File: src/msc_pkg.sv
package msc_pkg;

  localparam int unsigned CLK_MHZ          = 200;
  // minimum reset pulse on the reset pin, in ns
  localparam int unsigned RESET_MIN_NS     = 2000;
  localparam int unsigned RESET_MIN_CYC    = (RESET_MIN_NS * CLK_MHZ + 999) / 1000;
  // longest management initialization, in ms
  localparam int unsigned INIT_MAX_MS      = 2000;
  localparam longint unsigned INIT_MAX_CYC = longint'(INIT_MAX_MS) * 1000 * CLK_MHZ;
  // longest interrupt release after clear-on-read, in us
  localparam int unsigned INT_OFF_MAX_US   = 500;
  localparam int unsigned INT_OFF_MAX_CYC  = INT_OFF_MAX_US * CLK_MHZ;
  // default init time used by the device (well inside the maximum), in cycles
  localparam int unsigned INIT_DEF_CYC     = 32'h0000_1000;

  localparam int unsigned CNT_W            = 32;

  typedef enum logic [1:0] {
    MSC_ST_RESET,
    MSC_ST_INIT,
    MSC_ST_READY
  } msc_state_t;

endpackage : msc_pkg

File: src/msc_sideband.sv
`timescale 1ns/1ps

// What this block does
// - select low lets two-wire bus answer
// - select high: ignore bus, drive nothing
// - undriven select defaults to deselected high
// - long reset pulse restores all default settings
// - reset execution starts at reset rising edge
// - reset done clears init flag, asserts interrupt
// - power-up raises same completion interrupt itself
// - low-power request high enters reduced power
// - presence held low while inserted
// - interrupt low reports fault or critical status
// - interrupt only sunk low or released
// - initialization completes within 2000 ms
// - release interrupt within 500us after clear
module msc_sideband #(
  parameter int unsigned INIT_CYC = msc_pkg::INIT_DEF_CYC
) (
  input  wire logic CORE_CLK,
  input  wire logic RST,
  input  wire logic MODULE_SELECT_N,
  input  wire logic MODULE_SELECT_N_OE,
  input  wire logic MODULE_RESET_N,
  input  wire logic LOW_POWER_REQUEST,
  input  wire logic FAULT_EVENT,
  input  wire logic FLAG_CLEAR,
  input  wire logic SETTINGS_WE,
  input  wire logic [7:0] SETTINGS_D,
  input  wire logic BUS_SDA_OUT,
  input  wire logic BUS_SDA_OE,
  output logic      SDA_OUT,
  output logic      SDA_OE,
  output logic      BUS_ENABLE,
  output logic      LOW_POWER_ACTIVE,
  output logic      PRESENCE_DETECT_N,
  output logic      PRESENCE_DETECT_OE,
  output logic      INTERRUPT_N_OUT,
  output logic      INTERRUPT_N_OE,
  output logic      INIT_PENDING,
  output logic      SETTINGS_VALID,
  output logic [7:0] SETTINGS_Q
);

  ////////////////////////////////////////////////////////////////////////////
  // pin synchronizers

  logic sel_pin_s;
  logic sel_drv_s;
  logic sel_n_s;
  logic rst_n_s;
  logic lp_s;

  msc_sync #(.RESET_VAL(1'b1)) u_sync_sel (
    .clk (CORE_CLK),
    .rst (RST),
    .d   (MODULE_SELECT_N),
    .q   (sel_pin_s)
  );

  // the drive flag resets low, so the select reads undriven until the host is seen
  msc_sync #(.RESET_VAL(1'b0)) u_sync_sel_drv (
    .clk (CORE_CLK),
    .rst (RST),
    .d   (MODULE_SELECT_N_OE),
    .q   (sel_drv_s)
  );

  // an undriven select reads as high, as the internal pull-up would make it;
  // the two pins meet only after their synchronizers, so no glitch is captured
  assign sel_n_s = sel_pin_s | ~sel_drv_s;

  msc_sync #(.RESET_VAL(1'b1)) u_sync_rst (
    .clk (CORE_CLK),
    .rst (RST),
    .d   (MODULE_RESET_N),
    .q   (rst_n_s)
  );

  msc_sync #(.RESET_VAL(1'b0)) u_sync_lp (
    .clk (CORE_CLK),
    .rst (RST),
    .d   (LOW_POWER_REQUEST),
    .q   (lp_s)
  );

  ////////////////////////////////////////////////////////////////////////////
  // reset pulse qualification

  logic [msc_pkg::CNT_W-1:0] low_cnt_q;
  logic                      long_low_q;
  logic                      rst_n_prev_q;
  logic                      rst_rise;

  assign rst_rise = rst_n_s & ~rst_n_prev_q;

  // resets high like the pin, so no false rising edge follows reset
  always_ff @(posedge CORE_CLK or posedge RST) begin
    if (RST) begin
      rst_n_prev_q <= 1'b1;
    end else begin
      rst_n_prev_q <= rst_n_s;
    end
  end

  // saturating count of synchronized low cycles on the reset pin
  always_ff @(posedge CORE_CLK or posedge RST) begin
    if (RST) begin
      low_cnt_q <= '0;
    end else if (!rst_n_s) begin
      if (low_cnt_q < msc_pkg::CNT_W'(msc_pkg::RESET_MIN_CYC)) begin
        low_cnt_q <= low_cnt_q + 1'b1;
      end
    end else begin
      low_cnt_q <= '0;
    end
  end

  // held until the pin rises, so a long pulse is remembered through its low phase
  always_ff @(posedge CORE_CLK or posedge RST) begin
    if (RST) begin
      long_low_q <= 1'b0;
    end else if (!rst_n_s && low_cnt_q >= msc_pkg::CNT_W'(msc_pkg::RESET_MIN_CYC)) begin
      long_low_q <= 1'b1;
    end else if (rst_rise) begin
      long_low_q <= 1'b0;
    end
  end

  ////////////////////////////////////////////////////////////////////////////
  // initialization sequence

  msc_pkg::msc_state_t       st_q;
  logic [msc_pkg::CNT_W-1:0] init_cnt_q;
  logic                      done_pulse;

  // short glitches on reset are ignored; only a qualified pulse restarts init
  assign done_pulse = (st_q == msc_pkg::MSC_ST_INIT) &&
                      (init_cnt_q >= msc_pkg::CNT_W'(INIT_CYC));

  always_ff @(posedge CORE_CLK or posedge RST) begin
    if (RST) begin
      st_q       <= msc_pkg::MSC_ST_INIT;
      init_cnt_q <= '0;
    end else begin
      unique case (st_q)
        msc_pkg::MSC_ST_RESET: begin
          init_cnt_q <= '0;
          if (rst_rise) begin
            st_q <= msc_pkg::MSC_ST_INIT;
          end
        end
        msc_pkg::MSC_ST_INIT: begin
          init_cnt_q <= init_cnt_q + 1'b1;
          if (long_low_q && !rst_n_s) begin
            st_q <= msc_pkg::MSC_ST_RESET;
          end else if (done_pulse) begin
            st_q <= msc_pkg::MSC_ST_READY;
          end
        end
        msc_pkg::MSC_ST_READY: begin
          init_cnt_q <= '0;
          if (long_low_q && !rst_n_s) begin
            st_q <= msc_pkg::MSC_ST_RESET;
          end
        end
        // an illegal code restarts init rather than waiting on a reset edge that may never come
        default: begin
          init_cnt_q <= '0;
          st_q       <= msc_pkg::MSC_ST_INIT;
        end
      endcase
    end
  end

  always_ff @(posedge CORE_CLK or posedge RST) begin
    if (RST) begin
      INIT_PENDING <= 1'b1;
    end else begin
      INIT_PENDING <= (st_q != msc_pkg::MSC_ST_READY) && !done_pulse;
    end
  end

  ////////////////////////////////////////////////////////////////////////////
  // user settings, restored to defaults by a qualified reset

  always_ff @(posedge CORE_CLK or posedge RST) begin
    if (RST) begin
      SETTINGS_VALID <= 1'b0;
    end else begin
      SETTINGS_VALID <= (st_q == msc_pkg::MSC_ST_READY);
    end
  end

  // writes outside ready are dropped, so a host cannot race the restore
  always_ff @(posedge CORE_CLK or posedge RST) begin
    if (RST) begin
      SETTINGS_Q <= 8'h00;
    end else if (st_q == msc_pkg::MSC_ST_RESET) begin
      SETTINGS_Q <= 8'h00;
    end else if (SETTINGS_WE && st_q == msc_pkg::MSC_ST_READY) begin
      SETTINGS_Q <= SETTINGS_D;
    end
  end

  ////////////////////////////////////////////////////////////////////////////
  // two-wire bus gating

  always_ff @(posedge CORE_CLK or posedge RST) begin
    if (RST) begin
      BUS_ENABLE <= 1'b0;
    end else begin
      BUS_ENABLE <= ~sel_n_s;
    end
  end

  always_ff @(posedge CORE_CLK or posedge RST) begin
    if (RST) begin
      SDA_OUT    <= 1'b0;
      SDA_OE     <= 1'b0;
    end else begin
      SDA_OUT    <= 1'b0;
      // open drain: only ever pull low, and only while selected
      SDA_OE     <= ~sel_n_s & BUS_SDA_OE & ~BUS_SDA_OUT;
    end
  end

  ////////////////////////////////////////////////////////////////////////////
  // low power and presence

  // status only; the power rails themselves are switched outside this block
  always_ff @(posedge CORE_CLK or posedge RST) begin
    if (RST) begin
      LOW_POWER_ACTIVE <= 1'b0;
    end else begin
      LOW_POWER_ACTIVE <= lp_s;
    end
  end

  always_ff @(posedge CORE_CLK or posedge RST) begin
    if (RST) begin
      PRESENCE_DETECT_N  <= 1'b0;
      PRESENCE_DETECT_OE <= 1'b1;
    end else begin
      PRESENCE_DETECT_N  <= 1'b0;
      PRESENCE_DETECT_OE <= 1'b1;
    end
  end

  ////////////////////////////////////////////////////////////////////////////
  // interrupt: sticky causes, open drain output

  logic fault_flag_q;
  logic done_flag_q;

  // a new event in the clear cycle wins over the clear
  always_ff @(posedge CORE_CLK or posedge RST) begin
    if (RST) begin
      fault_flag_q <= 1'b0;
    end else if (FAULT_EVENT) begin
      fault_flag_q <= 1'b1;
    end else if (FLAG_CLEAR) begin
      fault_flag_q <= 1'b0;
    end
  end

  // a running reset also drops a stale completion, so the next one is reported afresh
  always_ff @(posedge CORE_CLK or posedge RST) begin
    if (RST) begin
      done_flag_q <= 1'b0;
    end else if (done_pulse) begin
      done_flag_q <= 1'b1;
    end else if (FLAG_CLEAR || st_q == msc_pkg::MSC_ST_RESET) begin
      done_flag_q <= 1'b0;
    end
  end

  // release lands two cycles after the clear, far inside the allowed window
  always_ff @(posedge CORE_CLK or posedge RST) begin
    if (RST) begin
      INTERRUPT_N_OUT <= 1'b0;
      INTERRUPT_N_OE  <= 1'b0;
    end else begin
      INTERRUPT_N_OUT <= 1'b0;
      INTERRUPT_N_OE  <= fault_flag_q | done_flag_q;
    end
  end

endmodule : msc_sideband

File: src/msc_sync.sv
`timescale 1ns/1ps

// two-stage synchronizer; first stage is read only by the second
module msc_sync #(
  parameter logic RESET_VAL = 1'b1
) (
  input  wire logic clk,
  input  wire logic rst,
  input  wire logic d,
  output logic      q
);

  logic meta_q;

  always_ff @(posedge clk or posedge rst) begin
    if (rst) begin
      meta_q <= RESET_VAL;
      q      <= RESET_VAL;
    end else begin
      meta_q <= d;
      q      <= meta_q;
    end
  end

endmodule : msc_sync
File: config.mk
export PLATFORM = sky130hd
export DESIGN_NAME = msc_sideband
export DESIGN_NICKNAME = d
export VERILOG_FILES = /design/src/msc_pkg.sv /design/src/msc_sideband.sv /design/src/msc_sync.sv
export SDC_FILE = /design/constraint.sdc
export NUM_CORES = 1
export LEC_CHECK = 0
export ABC_CLOCK_PERIOD_IN_PS = 5250
export BUFFER_PORTS_ARGS = -buffer_cell sky130_fd_sc_hd__buf_2
export CORE_MARGIN = 2
export CORE_UTILIZATION = 30
export CTS_BUF_LIST = sky130_fd_sc_hd__clkbuf_8
export DETAILED_ROUTE_END_ITERATION = 12
export GPL_TIMING_DRIVEN = 1
export PLACE_DENSITY = 0.45
export RECOVER_POWER = 50
export SKIP_LAST_GASP = 1
export SLEW_MARGIN = 20
export SYNTH_ARGS = -nofsm -noshare
export SYNTH_HDL_FRONTEND = slang
export SYNTH_HIERARCHICAL = 1
export SYNTH_SLANG_ARGS = --single-unit
File: constraint.sdc
create_clock -name CORE_CLK -period 5.25 [get_ports CORE_CLK]
set_clock_uncertainty 0.1 [all_clocks]
set_input_delay 0.7875 -clock CORE_CLK [delete_from_list [all_inputs] [get_ports CORE_CLK]]
set_output_delay 0.7875 -clock CORE_CLK [all_outputs]
set_load 0.05 [all_outputs]
==> results.tsv <==
metric	value	unit
grt-ovfl-total	0	
via_per_inst	4.90	
synthTopCellsByArea	dfrtp_1 (52%), nor2b_1 (4.6%), dfstp_2 (4.5%), a21oi_1 (3.5%), nand3_1 (2.8%)	
vias	2910	
drt_iter0_drc	223	
rows	42	
gp_congestion	0.727	
cts_sinks	92	
regArea	2310	sq um
drive_gt1_share	15.6	%
die_area	14700	sq um
cpPeakStageDelay	1.42	ns
htreeDepth	3	
layout_min_cycle_time	2.54	ns
num_antenna_cells	0	
grt_pass1_wl	14500	microns
hold_viol_final	0	
yosysMostFrequentCell	dfrtp_1	
start_util	30.9	%
period_share	48.5	%
portBuffers	32	
syn_inst	391	
synth_seq_area_share	56.1	%
final_nets	439	
synth_area	4120	sq um
yosysWarnings	6	
synth_common_cells	dfrtp_1 (85), nor2b_1 (30), a21oi_1 (29)	
outcome	complete, but fails checks	
hpwl	5260	microns
stdcell_area	4590	sq um
hp-class	input pin to async pin	
final_cells	594	
area_growth	11.4	%
r2r_end	st_q[0]$_DFFE_PP1P_	
crit_family	flip-flops	
cts_made_buffers	9	
wl	8210	microns
tightestPinTransition	2.10	ns
violations	capacitance limit, slew limit	
track_usage	12.4	%
tns	0	ns
wl_per_cell	13.8	microns
async_flop_share	100	%
cts_tree	built	
cpMaxStageDelayCell	dfstp_1	
grt_pass1_vias	2885	
r2r-start	u_sync_rst/q$_DFF_PP1_	
synth_edf_count	0	
maxCapViolCount	1	
n_fill_cell	1374	
max-clock-path-buffers	2	
synth_area_leader_cell	dfrtp_1	
critical_path_class	register to register	
place_inst	578	
endpoint_kind	register	
relSlewSlack	-40.5	%
cp_max_fo	43	
multi_input_area	1620	sq um
grt_max_degree	47	
clock.fmax	0.393	GHz
drcViolationCount	0	
yosysTopAreaCellShare	51.6	%
io-pin-count	37	
synth.distinct_cells	44	
critPathBufInv	0	
postSynthAreaPerCell	10.5	sq um
worstPathRequired	5.45	ns
die_w	121	microns
critPathArrivalTime	2.74	ns
clock_latency	0.36	ns
worstRegToRegCells	4	
cts.clk_slew.worst_paths	0.09	ns
r2r_setup_slack	2.71	ns
worstSetupStartpointType	register	
placedInstanceArea	4390	sq um
ys_ff_latch	92	
peakVddDrop	0.000147	V
cts_resized	0	
leakagePower	2.06	nW
die_h	121	microns
synth_ff_type	dfrtp_1	
ant_nets	0	
rsz0062_at_grt	no	
core-area	13300	sq um
grt_antenna_before_repair	0	
postCtsSetupBuffers	0	
ctsHoldBuffers	0	
root_buffer	clkbuf_8	
power_density	305	nW/um^2
drt_pass1_iterations	4	
setup_violations	0	
crit_chain	nand2b_1, nand2_1, o32ai_1, mux2i_1	
report.final.slew_viol_count	47	
cells by family (layout without fill, tap and decap cells):
kind of cell             count (synthesis)  count (layout)  synth area share [%]
AO/OA/AOI/OAI                           58              58                  8.69
XOR/XNOR                                11              11                  2.34
adder cells (fa/ha/maj)                  7               7                  2.13
buffers and inverters                   44              69                  4.86
flip-flops                              92              92                  56.1
multiplexers                             8               8                  2.13
other                                    2               4                 0.182
AND/OR/NAND/NOR                        169             169                  23.6
state kept, by name (all words and copies together) (netlist names), 2 cells and up:
name and cells:
SETTINGS_Q 8, st_q 2, init_cnt_q 32, low_cnt_q 32
worst max path at each step:
stage	start	end	slack, ns	depth (start not counted)
after detailed placement	RST	low_cnt_q[30]$_DFFE_PP0P_	3.08	3
after global placement	RST	low_cnt_q[13]$_DFFE_PP0P_	3.07	3
after global routing	u_sync_rst/q$_DFF_PP1_	st_q[0]$_DFFE_PP1P_	2.38	4
after floorplan	RST	BUS_ENABLE$_DFF_PP0_	2.20	1
final	u_sync_rst/q$_DFF_PP1_	st_q[0]$_DFFE_PP1P_	2.71	4
after CTS	u_sync_rst/q$_DFF_PP1_	st_q[0]$_DFFE_PP1P_	3.12	4
worst register-to-register path: stages, from the launching register on:
cell	delay (ns)
dfstp_1	1.42
nand2b_1	0.28
nand2_1	0.06
o32ai_1	0.38
mux2i_1	0.23
per-stage QoR:
stage | power [W] | utilization, % | setup WS (ns) | hold slack, ns
final | 0.00140 | 34.4 | 2.71 | 0.218
after floorplan | 0.000885 | - | 2.20 | 0.231
after global routing | 0.00149 | 34.4 | 2.38 | 0.217
after global placement | 0.000930 | 32.9 | 3.07 | 0.231
after CTS | 0.00143 | 34.4 | 3.12 | 0.184
after detailed placement | 0.000931 | 32.9 | 3.08 | 0.243
area by class of cell:
type,instances,area share (%)
Clock buffer,9,2.70
Clock inverter,7,1.66
Inverter,20,1.66
Multi-Input combinational cell,257,35.2
Sequential cell,92,50.4
Tap cell,176,4.80
Timing Repair Buffer,33,3.60
per-layer routing:
layer	vias to the layer above	global-route usage (%)	wire [microns]
met1	1443	17.4	4080
met2	39	18.7	3760
met4	0	4.31	118
li1	1420	-	-
met3	8	3.15	258
met5	-	0	0
report_power, final:
part,switching (W),internal [W]
logic,0.000120,0.0000414
clock network,0.000263,0.000224
registers,0.0000186,0.000733
total,0.000402,0.000998
placed cells by master, fill, tap and decap left out, types with 15 or more instances in the layout:
| cell type | n |
|---|---|
| or4_1 | 15 |
| buf_2 | 30 |
| o31ai_1 | 15 |
| nor4_1 | 17 |
| a21oi_1 | 29 |
| nor2b_1 | 30 |
| nor2_1 | 20 |
| nand3_1 | 23 |
| dfrtp_1 | 85 |
| inv_1 | 19 |
| nand2_1 | 24 |
Power figures use the tool's default switching activity.
